## src/rtl/rbsc_map.svh

```systemverilog
`ifndef RBSC_MAP_SVH
`define RBSC_MAP_SVH
// Contract
// hold reset after power-on until 65,536 oscillator clocks are counted
// start the delay count only once the oscillator input reads high
// capture bus-mode strap only at power-on reset, ignore later changes
// strap 0 selects multiplexed bus, strap 1 demultiplexed bus
// muxed mode: latch strobe pulses 1.5 oscillator cycles, every four cycles; code holds it high 2 clocks
// demuxed mode: latch strobe toggles continuously while disable bit clear
// latch strobe high in reset, or when disabled in demuxed mode
// program-store strobe pulses low per external access, else held high; code pulses it only for external code fetches
// external code select low fetches external memory, high internal ROM
// high reset input requests reset; wired-OR sources, default low
// reset output low on pin, warm-up, watchdog, enabled osc-fail, low supply
// muxed mode: port 0 carries low address while strobe high, then data
// at terminal count release reset synchronously and stop counting
`define RBSC_POR_COUNT      17'h10000
`define RBSC_POR_ONE        17'h00001
`define RBSC_POR_ZERO       17'h00000
`define RBSC_PH_ZERO        2'h0
`define RBSC_PH_ONE         2'h1
`define RBSC_PH_LAST        2'h3
`define RBSC_MODE_MUXED     1'h0
`endif

```

## src/rtl/rbsc_pkg.sv

```systemverilog
package rbsc_pkg;
  typedef enum logic [1:0] {
    rbsc_st_wait_osc,
    rbsc_st_count,
    rbsc_st_run
  } rbsc_state_type;

  typedef struct packed {
    logic       req;
    logic [7:0] addr_lo;
    logic [7:0] wdata;
    logic       write;
  } rbsc_access_type;
endpackage

```

## src/rtl/rbsc_sync3.sv

```systemverilog
`timescale 1ns/10ps
module rbsc_sync3 #(
  parameter int WIDTH = 1
) (
  input  wire logic             mclk,
  input  wire logic             rst,
  input  wire logic [WIDTH-1:0] din,
  output logic      [WIDTH-1:0] dout
);
  // ==========================================
  // three stages, change taken once the last two agree
  logic [WIDTH-1:0] s1_q;
  logic [WIDTH-1:0] s2_q;
  logic [WIDTH-1:0] s3_q;
  logic [WIDTH-1:0] agree;

  assign agree = ~(s2_q ^ s3_q);

  always_ff @(posedge mclk) begin
    if (rst) begin
      s1_q <= '0;
      s2_q <= '0;
      s3_q <= '0;
      dout <= '0;
    end else begin
      s1_q <= din;
      s2_q <= s1_q;
      s3_q <= s2_q;
      dout <= (agree & s3_q) | (~agree & dout);
    end
  end
endmodule

```

## src/rtl/rbsc_top.sv

```systemverilog
`timescale 1ns/10ps
`include "rbsc_map.svh"
module rbsc_top #(
  parameter int POR_CLOCKS = `RBSC_POR_COUNT
) (
  input  wire logic                     mclk,
  input  wire logic                     rst,
  input  wire logic                     osc_input,
  input  wire logic                     ext_reset_req,
  input  wire logic                     wdt_reset,
  input  wire logic                     osc_fail,
  input  wire logic                     osc_fail_reset_enable,
  input  wire logic                     supply_low,
  input  wire logic                     stop_exit,
  input  wire logic                     bus_mode_select_n,
  input  wire logic                     external_code_select_n,
  input  wire logic                     latch_strobe_disable,
  input  wire rbsc_pkg::rbsc_access_type access,
  input  wire logic                     access_is_code,
  output logic                          core_reset,
  output logic                          reset_out_n,
  output logic                          code_from_external,
  output logic                          demuxed_mode,
  output logic                          ale,
  output logic                          program_store_strobe_n,
  output logic                 [7:0]    muxed_addr_data_bus_o,
  output logic                          muxed_addr_data_bus_oe_n,
  output logic                          access_done
);
  import rbsc_pkg::*;

  // ==========================================
  // parameter check
  if (POR_CLOCKS < 1 || POR_CLOCKS > `RBSC_POR_COUNT) begin : g_por_range
    $error("POR_CLOCKS out of range");
  end

  // ==========================================
  // pin synchronisers
  logic [4:0] pins_raw;
  logic [4:0] pins_s;
  logic       osc_s;
  logic       pin_rst_s;
  logic       mode_s;
  logic       ext_code_s;
  logic       lsd_s;

  assign pins_raw  = {latch_strobe_disable, external_code_select_n, bus_mode_select_n, ext_reset_req, osc_input};
  assign osc_s     = pins_s[0];
  assign pin_rst_s = pins_s[1];
  assign mode_s    = pins_s[2];
  assign ext_code_s = pins_s[3];
  assign lsd_s     = pins_s[4];

  rbsc_sync3 #(.WIDTH(5)) u_sync (
    .mclk (mclk),
    .rst  (rst),
    .din  (pins_raw),
    .dout (pins_s)
  );

  // ==========================================
  // power-on delay
  rbsc_state_type state_q;
  rbsc_state_type state_d;
  logic [16:0]    por_cnt_q;
  logic [16:0]    por_limit;
  logic           por_done;
  logic           mode_q;
  logic           warmup;
  logic           any_reset;

  assign por_limit = 17'(POR_CLOCKS);
  assign por_done  = (state_q == rbsc_st_count) && (por_cnt_q == por_limit - `RBSC_POR_ONE);
  assign warmup    = (state_q != rbsc_st_run);
  // osc-fail only counts when enabled; low supply always does
  assign any_reset = warmup | pin_rst_s | wdt_reset | (osc_fail & osc_fail_reset_enable) | supply_low;

  // stop_exit reruns warm-up but leaves the strap capture closed
  always_comb begin
    state_d = state_q;
    case (state_q)
      rbsc_st_wait_osc: if (osc_s) state_d = rbsc_st_count;
      rbsc_st_count:    if (por_done) state_d = rbsc_st_run;
      rbsc_st_run:      if (stop_exit) state_d = rbsc_st_wait_osc;
      default:          state_d = rbsc_st_wait_osc;
    endcase
  end

  always_ff @(posedge mclk) begin
    if (rst) begin
      state_q   <= rbsc_st_wait_osc;
      por_cnt_q <= `RBSC_POR_ZERO;
    end else begin
      state_q   <= state_d;
      por_cnt_q <= (state_q == rbsc_st_count && !por_done) ? por_cnt_q + `RBSC_POR_ONE : `RBSC_POR_ZERO;
    end
  end

  // strap caught only during power-on warm-up, not on stop exit
  logic por_phase_q;
  always_ff @(posedge mclk) begin
    if (rst) begin
      por_phase_q <= 1'b1;
      mode_q      <= `RBSC_MODE_MUXED;
    end else begin
      if (state_q == rbsc_st_run) por_phase_q <= 1'b0;
      if (por_phase_q) mode_q <= mode_s;
    end
  end

  // ==========================================
  // strobe phase: 4 clocks per bus cycle
  logic [1:0] ph_q;
  logic       muxed;
  logic       ale_d;
  logic       store_n_d;
  logic       cyc_start;
  logic       acc_q;
  logic       acc_code_q;
  logic [7:0] addr_q;
  logic [7:0] wdat_q;
  logic       wr_q;
  logic       oe_n_d;
  logic [7:0] bus_d;

  assign muxed     = (mode_q == `RBSC_MODE_MUXED);
  assign cyc_start = (ph_q == `RBSC_PH_ZERO);
  // mclk stands in for osc; half-cycle tail rounds up to 2 clocks
  assign ale_d  = any_reset ? 1'b1 :
                  muxed ? (ph_q == `RBSC_PH_ZERO || ph_q == `RBSC_PH_ONE) :
                  (lsd_s ? 1'b1 : ph_q[0]);
  assign store_n_d = !(acc_q && acc_code_q && !any_reset && ph_q != `RBSC_PH_ZERO);
  // address leaves on the take edge so it stands for the whole high strobe
  assign oe_n_d    = !(!any_reset && muxed &&
                       (cyc_start ? access.req : (acc_q && (ph_q == `RBSC_PH_ONE || wr_q))));
  assign bus_d     = cyc_start ? access.addr_lo : ((ph_q == `RBSC_PH_ONE) ? addr_q : wdat_q);

  always_ff @(posedge mclk) begin
    if (rst) begin
      ph_q       <= `RBSC_PH_ZERO;
      acc_q      <= 1'b0;
      acc_code_q <= 1'b0;
      addr_q     <= 8'h00;
      wdat_q     <= 8'h00;
      wr_q       <= 1'b0;
    end else begin
      ph_q <= any_reset ? `RBSC_PH_ZERO : ph_q + `RBSC_PH_ONE;
      if (cyc_start) begin
        acc_q      <= access.req && !any_reset;
        acc_code_q <= access_is_code && ext_code_s == 1'b0;
        addr_q     <= access.addr_lo;
        wdat_q     <= access.wdata;
        wr_q       <= access.write;
      end
    end
  end

  // ==========================================
  // output registers
  always_ff @(posedge mclk) begin
    if (rst) begin
      core_reset               <= 1'b1;
      reset_out_n              <= 1'b0;
      code_from_external       <= 1'b0;
      demuxed_mode             <= 1'b0;
      ale                      <= 1'b1;
      program_store_strobe_n   <= 1'b1;
      muxed_addr_data_bus_o    <= 8'h00;
      muxed_addr_data_bus_oe_n <= 1'b1;
      access_done              <= 1'b0;
    end else begin
      core_reset               <= any_reset;
      reset_out_n              <= !any_reset;
      code_from_external       <= !ext_code_s;
      demuxed_mode             <= !muxed;
      ale                      <= ale_d;
      program_store_strobe_n   <= store_n_d;
      muxed_addr_data_bus_o    <= bus_d;
      muxed_addr_data_bus_oe_n <= oe_n_d;
      access_done              <= acc_q && (ph_q == `RBSC_PH_LAST) && !any_reset;
    end
  end

  // ==========================================
  // checks
  a_reset_out_low: assert property (@(posedge mclk) disable iff (rst)
    any_reset |=> !reset_out_n) else $error("reset out not low");
  a_ale_reset_high: assert property (@(posedge mclk) disable iff (rst)
    any_reset |=> ale) else $error("latch strobe not high in reset");
  a_store_idle_high: assert property (@(posedge mclk) disable iff (rst)
    !acc_q |=> program_store_strobe_n) else $error("store strobe low idle");
  a_store_code_only: assert property (@(posedge mclk) disable iff (rst)
    $fell(program_store_strobe_n) |-> $past(acc_q && acc_code_q)) else $error("store strobe without code fetch");
  a_mode_held: assert property (@(posedge mclk) disable iff (rst)
    !por_phase_q |=> $stable(mode_q)) else $error("strap changed after por");
  // looks back three cycles so the whole high-high-low-low window is judged at once
  a_ale_period: assert property (@(posedge mclk) disable iff (rst)
    (muxed && !any_reset && ph_q == `RBSC_PH_ZERO) ##1 (muxed && !any_reset) [*3]
      |=> $past(ale, 3) && $past(ale, 2) && !$past(ale) && !ale) else $error("latch strobe pulse shape");
  a_addr_held: assert property (@(posedge mclk) disable iff (rst)
    ale && $past(ale) && !muxed_addr_data_bus_oe_n && !$past(muxed_addr_data_bus_oe_n)
      |-> $stable(muxed_addr_data_bus_o)) else $error("address moved under latch strobe");
  a_demux_toggle: assert property (@(posedge mclk) disable iff (rst)
    (!muxed && !lsd_s && !any_reset) [*2] |=> ale != $past(ale)) else $error("demuxed strobe not toggling");
  a_ale_off_demux: assert property (@(posedge mclk) disable iff (rst)
    (!muxed && lsd_s) |=> ale) else $error("disabled strobe not high");
  a_wait_osc: assert property (@(posedge mclk) disable iff (rst)
    (state_q == rbsc_st_wait_osc && !osc_s) |=> state_q != rbsc_st_count) else $error("count before osc");
  a_count_done: assert property (@(posedge mclk) disable iff (rst)
    por_done |=> state_q == rbsc_st_run ##1 (reset_out_n || $past(any_reset))) else $error("no release");
  a_cnt_stop: assert property (@(posedge mclk) disable iff (rst)
    state_q == rbsc_st_run |-> por_cnt_q == `RBSC_POR_ZERO) else $error("counter running");

  // ==========================================
  // coverage
  c_release: cover property (@(posedge mclk) disable iff (rst) $rose(reset_out_n));
  c_store_pulse: cover property (@(posedge mclk) disable iff (rst) $fell(program_store_strobe_n));
  c_demux: cover property (@(posedge mclk) disable iff (rst) demuxed_mode && $fell(ale));
  c_write_data: cover property (@(posedge mclk) disable iff (rst) acc_q && wr_q && !ale && !muxed_addr_data_bus_oe_n);
  c_stop_restart: cover property (@(posedge mclk) disable iff (rst) stop_exit && state_q == rbsc_st_run);
endmodule

```

## config.mk

```make
export PLATFORM = sky130hd
export DESIGN_NAME = rbsc_top
export DESIGN_NICKNAME = d
export VERILOG_FILES = /design/src/rtl/rbsc_pkg.sv /design/src/rtl/rbsc_sync3.sv /design/src/rtl/rbsc_top.sv
export VERILOG_INCLUDE_DIRS = /design/src /design/src/rtl
export SDC_FILE = /design/constraint.sdc
export NUM_CORES = 1
export LEC_CHECK = 0
export BUFFER_PORTS_ARGS = -buffer_cell sky130_fd_sc_hd__buf_2
export CORE_UTILIZATION = 35
export DETAILED_ROUTE_END_ITERATION = 12
export SLEW_MARGIN = 40
export SYNTH_ARGS = -nofsm -noshare
export SYNTH_HDL_FRONTEND = slang
export SYNTH_SLANG_ARGS = --single-unit
```

## constraint.sdc

```tcl
create_clock -name mclk -period 2.8 [get_ports mclk]
set_input_delay 0.42 -clock mclk [delete_from_list [all_inputs] [get_ports mclk]]
set_output_delay 0.42 -clock mclk [all_outputs]
set_load 0.1 [all_outputs]
```

==> results of run 1 <==
-- through the flow --
step	setup WS (ps)	cells	hold slack (ps)
2_1_floorplan	685	291	385
3_5_place_dp	654	431	411
6_report	660	447	273
3_3_place_gp	727	431	405
5_1_grt	514	447	261
4_1_cts	623	447	255
-- synth_stat cells (all sizes together) --
master / number / area (µm²)
nor3b: 1 / 7.51
nor2b: 17 / 106
xnor2: 2 / 17.5
a21oi: 22 / 114
nand2b: 15 / 93.8
clkbuf: 6 / 22.5
xor2: 1 / 8.76
inv: 7 / 26.3
dfxtp: 78 / 1560
o31ai: 4 / 30.0
or3: 4 / 25.0
buf: 7 / 30.0
nand4: 3 / 18.8
o21a: 8 / 60.1
or4: 4 / 30.0
nand3: 5 / 25.0
mux2i: 22 / 220
and2: 3 / 18.8
and3: 1 / 6.26
a2111oi: 1 / 8.76
nor2: 26 / 97.6
o21ai: 12 / 60.1
nor4: 5 / 31.3
a21o: 2 / 15.0
or4b: 2 / 23.8
nor4b: 1 / 15.0
nand2: 21 / 78.8
nand4b: 1 / 8.76
ha: 5 / 62.6
nor3: 2 / 21.3
nand3b: 3 / 22.5
-- area by class of cell --
type                    count  share of cell area
flip-flops and latches     78               0.455
well taps                 102              0.0372
clock inverters             6              0.0270
clock buffers              10              0.0372
multi-input cells         193               0.358
repair buffers             51              0.0780
inverters                   7             0.00766
-- cell usage in the layout (no fill, tap or decap), types with 2 or more instances in the layout --
cell type,netlist,layout
xnor2_1,2,2
buf_2,3,46
o21ai_0,12,12
nor4_1,5,5
bufinv_16,0,2
mux2i_1,22,22
or3_1,4,4
dfxtp_1,78,78
buf_4,0,5
or4_1,4,4
nand2_1,21,21
nand3b_1,3,3
nand3_1,5,5
clkinvlp_4,0,2
and2_1,3,3
nor2_1,26,26
nand4_1,3,3
inv_1,7,7
nor2b_1,17,17
clkbuf_8,0,9
ha_1,5,5
o21a_1,8,8
a21o_1,2,2
o31ai_1,4,4
a21oi_1,21,21
inv_6,0,2
nand2b_1,15,15
-- cell families after synthesis --
| group | count (synthesis) |
|---|---|
| AND/OR/NAND/NOR | 114 |
| flip-flops | 78 |
| AO/OA/AOI/OAI | 49 |
| multiplexers | 22 |
| buffers and inverters | 20 |
| adder cells (fa/ha/maj) | 5 |
| XOR/XNOR | 3 |
-- sequential cells by signal (all words and copies together) (netlist names), 2 cells and up, named ones only --
name / cells
muxed_addr_data_bus_o: 8
u_sync.s2_q: 5
por_cnt_q: 17
u_sync.s3_q: 5
u_sync.s1_q: 5
addr_q: 8
ph_q: 2
state_q: 2
wdat_q: 8
-- path summary, 6_finish.rpt --
check | startpoint | to | slack [ps] | cells past startpoint
hold reg to reg | acc_code_q | program_store_strobe_n | 420 | 1
setup / recovery | por_cnt_q[0] | por_cnt_q[6] | 660 | 7
setup reg to reg | por_cnt_q[0] | por_cnt_q[6] | 660 | 7
hold / removal | external_code_select_n | u_sync.s1_q[3] | 270 | 2
-- power breakdown --
group | leakage [nW] | switching (mW) | total [mW] | internal (mW)
combinational | 0.613 | 0.0857 | 0.126 | 0.0401
sequential | 0.639 | 0.0113 | 1.15 | 1.14
clock | 0.104 | 0.414 | 0.922 | 0.508
total | 1.36 | 0.511 | 2.20 | 1.69
-- layer usage --
metal	up-vias	share of wire
li1	1092	-
met5	-	0
met4	0	0.020
met3	8	0.059
met1	938	0.48
met2	51	0.44
-- worst max-delay path, cell delays in order (launching register included) --
cell and delay, ps:
dfxtp_1 340, ha_1 230, nand3_1 110, nor4_1 60
and2_1 170, ha_1 220, or4b_1 740, a21oi_1 200
==> reports/metrics.cfg, run 1 <==
[route]
drc_errors=0
num_vias=2089
avgRoutedWirePerCell_um=11.4
drt-initial-drc-count=63
via_per_inst=4.67
firstDrtPassIters=4
totalWireLength_um=5080
ant_nets=0

[power_and_ir_drop]
p_per_area_nw_per_um2=640
power_leakage_nw=1.36
fin_total_pwr_mw=2.20
ir_drop_mv=0.311

[sta]
max_slew_margin=0.589
setup_viol=0
slew_violations=0
hold_viol=0
fin_tns_setup_ps=0
finalCriticalPeriod_ps=2140
fmax_mhz=467
fin_skew_ps=13.4
fin_crit_sh=0.764
rsz0062_at_grt=false
tightestPinTransition_ps=617

[critical_path]
endpoint_kind=flip-flop
cp-start-kind=flip-flop
cp.required_ps=3080
arrival_ps=2420
path_max_fanout=12
crit_type=flip-flop to flip-flop

[placement]
port-buffer-count=46
placed_area_um2=3210
globalplace.congestion=0.735
dp_hpwl_um=3380

[global_routing]
gr-total-overflow=0
met3_usage=0.0575
antenna_found_initial=0
grt_usage=0.132
met1_usage=0.165
grt_pass1_vias=1919
use_met2=0.194
top_usage_layer=met2
grt_pass1_wl_um=8690
grt_start_max_net_pins=41

[die]
dieHeight_um=92.5
design.core.area_um2=7810
chipWidth_um=92.5
row_count=32
start_util=0.367
die-area_um2=8560
ioPinCount=47

[cts]
cts.sinks=78
numCtsBuffers=9
cts_tree=done
post_cts_resized=0
path_clk_slew_ps=80
holdBufCountCts=0
clk_latency_ps=350
clock_path_buffers=2
root_buffer=clkbuf_8
htreeDepth=3
cts_setup_buffers=0

[run_status]
status=completed

[run]
maxCapViolCount=0

[synth]
muxShareOfSynthArea=0.0768
yosysUniqueCellTypes=35
syn_nets=327
synth-xor-area-share=0.00916
seq_area_frac_synth=0.545
synth_compound_area_frac=0.100
synth.ff_latch_count=78
synth-simple-area-share=0.220
synthAdderAreaFrac=0.0218
synth_cells=291
syn_area_um2=2870
avgSynthCellArea_um2=9.85
yosysWarnings=0
synth_top_family_by_area=simple AND/OR/NAND/NOR gates

[layout]
area_growth_pct=19.6
drive_gt1_frac=0.203
num-fill-cells=792
finish.utilization=0.439
regArea_um2=1560
stdcell_area_um2=3430
multi_input_area_um2=1230
diodes=0
nNetsFinal=376

[min_path]
hp-class=primary input to flip-flop

(Power assumes the default switching activity.)
==> inputs of run 2 (changes only) <==
==> constraint.sdc (replaced) <==
create_clock -name mclk -period 1.85 [get_ports mclk]
set_input_delay 0.2775 -clock mclk [delete_from_list [all_inputs] [get_ports mclk]]
set_output_delay 0.2775 -clock mclk [all_outputs]
set_load 0.1 [all_outputs]
==> run 2 against run 1 <==
  * Register-to-register slack worse by 610 ps
  * Global-route usage is 0.27 points lower
  * Clock power is 56% higher
  * Sequential share of layout area is 2.3 points lower
  * Clock skew is 6.8 ps lower
  * Clock-buffer cell count stayed put
  * Sequential power is 51% higher
  * Routed wire length is 2.8% higher
  * Via count is 2.2% higher
  * First-iteration DRC count is 22% lower
  * Fmax is 19% higher
==> reports/metrics.cfg, run 2 (same netlist as run 1, synthesis figures left out) <==
[run_status]
status=completed  ; unchanged

[critical_path]
r2r_slack_ps=50  ; was 660 ps
path_max_fanout=6  ; was 12
endpoint_kind=flip-flop  ; unchanged
crit_type=flip-flop to flip-flop  ; unchanged
cp-start-kind=flip-flop  ; unchanged
rr_worst_depth=7  ; unchanged
arrival_ps=2080  ; was 2420 ps
cp.required_ps=2130  ; was 3080 ps
rr_endpoint=por_cnt_q[11]  ; was por_cnt_q[6]
timing.rr.start=por_cnt_q[0]  ; unchanged

[cts]
cts.sinks=78  ; unchanged
root_buffer=clkbuf_8  ; unchanged
clock_path_buffers=2  ; unchanged
cts_tree=done  ; unchanged
htreeDepth=3  ; unchanged
clk_latency_ps=340  ; was 350 ps
path_clk_slew_ps=80  ; about the same
numCtsBuffers=9  ; unchanged

[route]
drt-initial-drc-count=49  ; was 63
avgRoutedWirePerCell_um=11.4  ; about the same
drc_errors=0  ; unchanged
via_per_inst=4.65  ; was 4.67
ant_nets=0  ; unchanged
firstDrtPassIters=4  ; unchanged
num_vias=2136  ; was 2089
totalWireLength_um=5220  ; was 5080 µm

[layout]
num-fill-cells=765  ; was 792
top_register=por_cnt_q  ; unchanged
diodes=0  ; unchanged
layout_commonest_cell=dfxtp_1  ; unchanged
layout_common_cells=76 x dfxtp_1, 46 x buf_2, 24 x nor2_1  ; was 78 x dfxtp_1, 46 x buf_2, 26 x nor2_1
stdcell_area_um2=3620  ; was 3430 µm²
finish.utilization=0.464  ; was 0.439
area_growth_pct=26.2  ; was 19.6%
nNetsFinal=388  ; was 376
drive_gt1_frac=0.272  ; was 0.203
largest_reg_flops=17  ; unchanged

[placement]
globalplace.congestion=0.742  ; was 0.735
dp_hpwl_um=3500  ; was 3380 µm
pre_cts_slack_ps=-147  ; was 654 ps
placed_area_um2=3290  ; was 3210 µm²
port-buffer-count=46  ; unchanged

[die]
start_util=0.367  ; unchanged
chipWidth_um=92.5  ; unchanged
dieHeight_um=92.5  ; unchanged
row_count=32  ; unchanged
die-area_um2=8560  ; unchanged
ioPinCount=47  ; unchanged
design.core.area_um2=7810  ; unchanged

[min_path]
holdCritStartpoint=ext_reset_req  ; was external_code_select_n
holdPathEnd=u_sync.s1_q[1]  ; was u_sync.s1_q[3]
hold_depth=2  ; unchanged
hp-class=primary input to flip-flop  ; unchanged

[global_routing]
grt_start_max_net_pins=30  ; was 41
grt_pass1_vias=1907  ; was 1919
antenna_found_initial=0  ; unchanged
grt_pass1_wl_um=8510  ; was 8690 µm
gr-total-overflow=0  ; unchanged
grt_usage=0.129  ; was 0.132

[sta]
setup_ws_ps=47.5  ; was 660 ps
finalCriticalPeriod_ps=1800  ; was 2140 ps
fin_skew_ps=6.66  ; was 13.4 ps
hold_viol=0  ; unchanged
fin_crit_sh=0.974  ; was 0.764
tightestPinTransition_ps=498  ; was 617 ps
slew_violations=0  ; unchanged
fmax_mhz=555  ; was 467 MHz
max_slew_margin=0.670  ; was 0.589
setup_viol=0  ; unchanged
hold-worst-slack_ps=138  ; was 273 ps

[power_and_ir_drop]
fin_total_pwr_mw=3.37  ; was 2.20 mW
ir_drop_mv=0.482  ; was 0.311 mV
power_leakage_nw=1.43  ; was 1.36 nW
p_per_area_nw_per_um2=931  ; was 640 nW/µm²

[run]
maxCapViolCount=0  ; unchanged

[run 2: cell count changes in the layout (fill, tap and decap cells not counted), moves of 2 or more]
| cell | previous run | this run |
|---|---|---|
| clkinv_4 | 0 | 2 |
| dfxtp_2 | 0 | 2 |
| a21oi_1 | 21 | 17 |
| or4b_4 | 1 | 3 |
| ha_1 | 5 | 3 |
| dfxtp_1 | 78 | 76 |
| a21oi_2 | 1 | 5 |
| nor2_1 | 26 | 24 |
| ha_4 | 0 | 2 |
| nor2_2 | 0 | 2 |
| buf_4 | 5 | 16 |
[run 2: worst max path at each step]
| stage | startpoint | end | slack (ps) | cells past startpoint |
|---|---|---|---|---|
| 2_1_floorplan | por_cnt_q[1] | por_cnt_q[11] | 10 | 8 |
| 3_3_place_gp | por_cnt_q[1] | por_cnt_q[13] | -50 | 8 |
| 3_5_place_dp | por_cnt_q[1] | por_cnt_q[13] | -150 | 8 |
| 4_1_cts | por_cnt_q[1] | por_cnt_q[11] | 10 | 7 |
| 5_1_grt | por_cnt_q[0] | por_cnt_q[7] | -10 | 7 |
| 6_report | por_cnt_q[0] | por_cnt_q[11] | 50 | 7 |
[run 2: metrics by stage]
| step | cells | setup TNS, ps |
|---|---|---|
| after floorplan | 291 | 0 |
| after global placement | 439 | -215 |
| after detailed placement | 439 | -533 |
| after CTS | 455 | 0 |
| after global routing | 459 | -12.3 |
| final | 459 | 0 |
[run 2: per-layer routing]
metal  share of wire  vias to the layer above  track usage
met5               0                        -            0
met4           0.016                        0       0.0547
met3           0.050                        7       0.0616
met2            0.45                       32        0.202
met1            0.49                      982        0.150
li1                -                     1115            -
[run 2: what timing repair did]
item	in CTS	in global routing
pin swaps	0	6
cloned	0	1
hold buffers	0	0
resized for setup	1	13
endpoints found under the setup margin	5	17
buffers inserted	0	3
[run 2: area by class of cell]
cell class / instances / area, µm² / share of cell area
multi-input combinational: 194 / 1320 / 0.365
sequential: 78 / 1560 / 0.432
clock inverter: 6 / 93.8 / 0.0259
inverter: 7 / 26.3 / 0.00726
timing repair buffer: 62 / 350 / 0.0968
clock buffer: 10 / 138 / 0.0380
tap: 102 / 128 / 0.0353
[run 2: worst max-delay path, cell delays in order, from the launching register on]
cell	delay [ps]
dfxtp_2	340
ha_4	170
nand3_4	80
nor4_2	40
and2_4	160
ha_4	180
or4b_4	620
a21oi_2	140
[run 2: power by group]
part	internal (mW)	leakage [nW]	switching [mW]
sequential	1.72	0.640	0.0166
clock	0.805	0.113	0.630
combinational	0.0625	0.674	0.132
==> inputs of run 3 (changes only) <==
--- a/config.mk
+++ b/config.mk
@@ -9,6 +9,7 @@
 export BUFFER_PORTS_ARGS = -buffer_cell sky130_fd_sc_hd__buf_2
 export CORE_UTILIZATION = 35
 export DETAILED_ROUTE_END_ITERATION = 12
+export SETUP_SLACK_MARGIN = 0.3
 export SLEW_MARGIN = 40
 export SYNTH_ARGS = -nofsm -noshare
 export SYNTH_HDL_FRONTEND = slang
==> run 3 against run 2 <==
  * Combinational power hardly changed
  * Register-to-register slack better by 40 ps
  * Routed wire length is 7.0% higher
  * Critical endpoint is now por_cnt_q[12]
==> reports/metrics.cfg, run 3 (same netlist as run 1, synthesis figures left out) <==
[run_status]
status=completed  ; unchanged

[power_and_ir_drop]
power_leakage_nw=1.46  ; was 1.43 nW
p_per_area_nw_per_um2=918  ; was 931 nW/µm²
p_sw_frac=0.218  ; was 0.231
ir_drop_mv=0.607  ; was 0.482 mV
power.share.clock=0.436  ; was 0.426
seqPwrFrac=0.507  ; was 0.516
switching_power_mw=0.748  ; was 0.779 mW
intPower_mw=2.68  ; was 2.59 mW
fin_total_pwr_mw=3.43  ; was 3.37 mW
comb_power_share=0.057  ; was 0.058

[die]
chipWidth_um=92.5  ; unchanged
start_util=0.367  ; unchanged
row_count=32  ; unchanged
dieHeight_um=92.5  ; unchanged
die-area_um2=8560  ; unchanged
ioPinCount=47  ; unchanged
design.core.area_um2=7810  ; unchanged

[layout]
top_register=por_cnt_q  ; unchanged
fin_cells=460  ; was 459
area_growth_pct=30.1  ; was 26.2%
finish.utilization=0.478  ; was 0.464
layout_commonest_cell=dfxtp_1  ; unchanged
drive_gt1_frac=0.318  ; was 0.272
layout_common_cells=69 x dfxtp_1, 47 x buf_2, 22 x mux2i_1  ; was 76 x dfxtp_1, 46 x buf_2, 24 x nor2_1
nNetsFinal=389  ; was 388
diodes=0  ; unchanged
largest_reg_flops=17  ; unchanged

[route]
firstDrtPassIters=4  ; unchanged
ant_nets=0  ; unchanged
totalWireLength_um=5590  ; was 5220 µm
drc_errors=0  ; unchanged
num_vias=2201  ; was 2136
avgRoutedWirePerCell_um=12.1  ; was 11.4 µm
via_per_inst=4.78  ; was 4.65
drt-initial-drc-count=60  ; was 49

[critical_path]
slowest_stage=dfxtp_4  ; was or4b_4
cp_top_family=simple AND/OR/NAND/NOR gates  ; unchanged
path_buf_inv=2  ; was 0
slowest_delay_ps=370  ; was 620 ps
endpoint_kind=flip-flop  ; unchanged
rr_endpoint=por_cnt_q[12]  ; was por_cnt_q[11]
cp_cell_sequence=nand4_1 -> nor4_2 -> and2_4 -> ha_4 -> buf_12 -> nor4b_4 -> buf_4 -> nand2b_1 -> mux2i_1  ; was ha_4 -> nand3_4 -> nor4_2 -> and2_4 -> ha_4 -> or4b_4 -> a21oi_2
rr_worst_depth=9  ; was 7
path_max_fanout=5  ; was 6
r2r_slack_ps=90  ; was 50 ps
cp-start-kind=flip-flop  ; unchanged
critPathLaunch=por_cnt_q[8]  ; was por_cnt_q[0]
arrival_ps=1970  ; was 2080 ps
timing.rr.start=por_cnt_q[8]  ; was por_cnt_q[0]
worst-path-stages=9  ; was 7
critical_path.endpoint=por_cnt_q[12]  ; was por_cnt_q[11]
cp.required_ps=2060  ; was 2130 ps
crit_type=flip-flop to flip-flop  ; unchanged

[min_path]
holdCritStartpoint=external_code_select_n  ; was ext_reset_req
hp-class=primary input to flip-flop  ; unchanged

[sta]
rsz0062_at_grt=true
setup_viol=0  ; unchanged
hold-worst-slack_ps=147  ; was 138 ps
fin_skew_ps=6.95  ; was 6.66 ps
hold_viol=0  ; unchanged
finalCriticalPeriod_ps=1760  ; was 1800 ps
setup_ws_ps=90.3  ; was 47.5 ps
fin_crit_sh=0.951  ; was 0.974
fmax_mhz=568  ; was 555 MHz
tightestPinTransition_ps=494  ; was 498 ps
slew_violations=0  ; unchanged
max_slew_margin=0.673  ; was 0.670

[cts]
clk_latency_ps=340  ; about the same
cts.sinks=78  ; unchanged
clock_path_buffers=2  ; unchanged
cts_tree=done  ; unchanged
path_clk_slew_ps=80  ; about the same
htreeDepth=3  ; unchanged
root_buffer=clkbuf_8  ; unchanged
numCtsBuffers=9  ; unchanged

[global_routing]
grt_usage=0.137  ; was 0.129
grt_pass1_wl_um=9060  ; was 8510 µm
grt_pass1_vias=1973  ; was 1907
antenna_found_initial=0  ; unchanged
gr-total-overflow=0  ; unchanged
grt_start_max_net_pins=41  ; was 30

[placement]
dp_hpwl_um=3410  ; was 3500 µm
placedCellCount=433  ; was 439
pre_cts_slack_ps=-95.1  ; was -147 ps
globalplace.congestion=0.721  ; was 0.742
port-buffer-count=46  ; unchanged

[run]
maxCapViolCount=0  ; unchanged

run 3: cell types whose count changed in the layout (fill, tap and decap cells not counted), moves of 3 or more:
cell,before,now
nor2_1,24,21
buf_4,16,13
a21oi_2,5,8
dfxtp_2,2,7
a21oi_1,17,14
nor2_4,0,3
dfxtp_1,76,69
run 3: final cells by class:
cell class / instances / area [µm²]
clock buffer: 10 / 128
clock inverter: 6 / 109
fill: 719 / 4080
inverter: 7 / 26.3
multi-input combinational: 194 / 1370
sequential: 78 / 1580
tap: 102 / 128
timing repair buffer: 63 / 398
run 3: worst min path at each step:
stage                        endpoint  slack [ps]  depth (start not counted)
6_report               u_sync.s1_q[3]         150                          2
5_1_grt                u_sync.s1_q[3]         130                          2
4_1_cts                u_sync.s1_q[1]         130                          2
3_5_place_dp   program_store_strobe_n         420                          1
3_3_place_gp   program_store_strobe_n         400                          1
2_1_floorplan  program_store_strobe_n         380                          1
run 3: worst register-to-register path, stage by stage (launching register included):
cell and delay [ps]:
dfxtp_4 370, nand4_1 170, nor4_2 340, and2_4 200, ha_4 150, buf_12 100, nor4b_4 40, buf_4 150
nand2b_1 70, mux2i_1 60
run 3: what timing repair did:
action | in CTS | in global routing
buffers inserted | 6 | 2
pin swaps | 7 | 5
hold endpoints to repair | 0 | 0
hold buffers | 0 | 0
setup endpoints to repair | 19 | 27
cloned | 2 | 1
resized for setup | 12 | 18
run 3: layer usage:
metal	global-route usage	vias to the layer above	part of all wire
met5	0	-	0
met4	0.0508	0	0.018
met3	0.0501	13	0.043
met2	0.213	41	0.47
met1	0.173	1017	0.47
li1	-	1130	-
run 3: power by group through the flow:
stage                     registers [mW]  logic, mW  clock network, mW
after floorplan                     1.85     0.0646                  0
after global placement              1.78      0.194                  0
after detailed placement            1.78      0.196                  0
after CTS                           1.74      0.199               1.54
after global routing                1.74      0.214               1.61
final                               1.74      0.197               1.49
run 3: stage by stage:
step,TNS [ps],area [µm²]
6_report,0,3730
5_1_grt,-56.5,3730
4_1_cts,0,3640
3_5_place_dp,-393,3300
3_3_place_gp,-140,3300
2_1_floorplan,0,2950
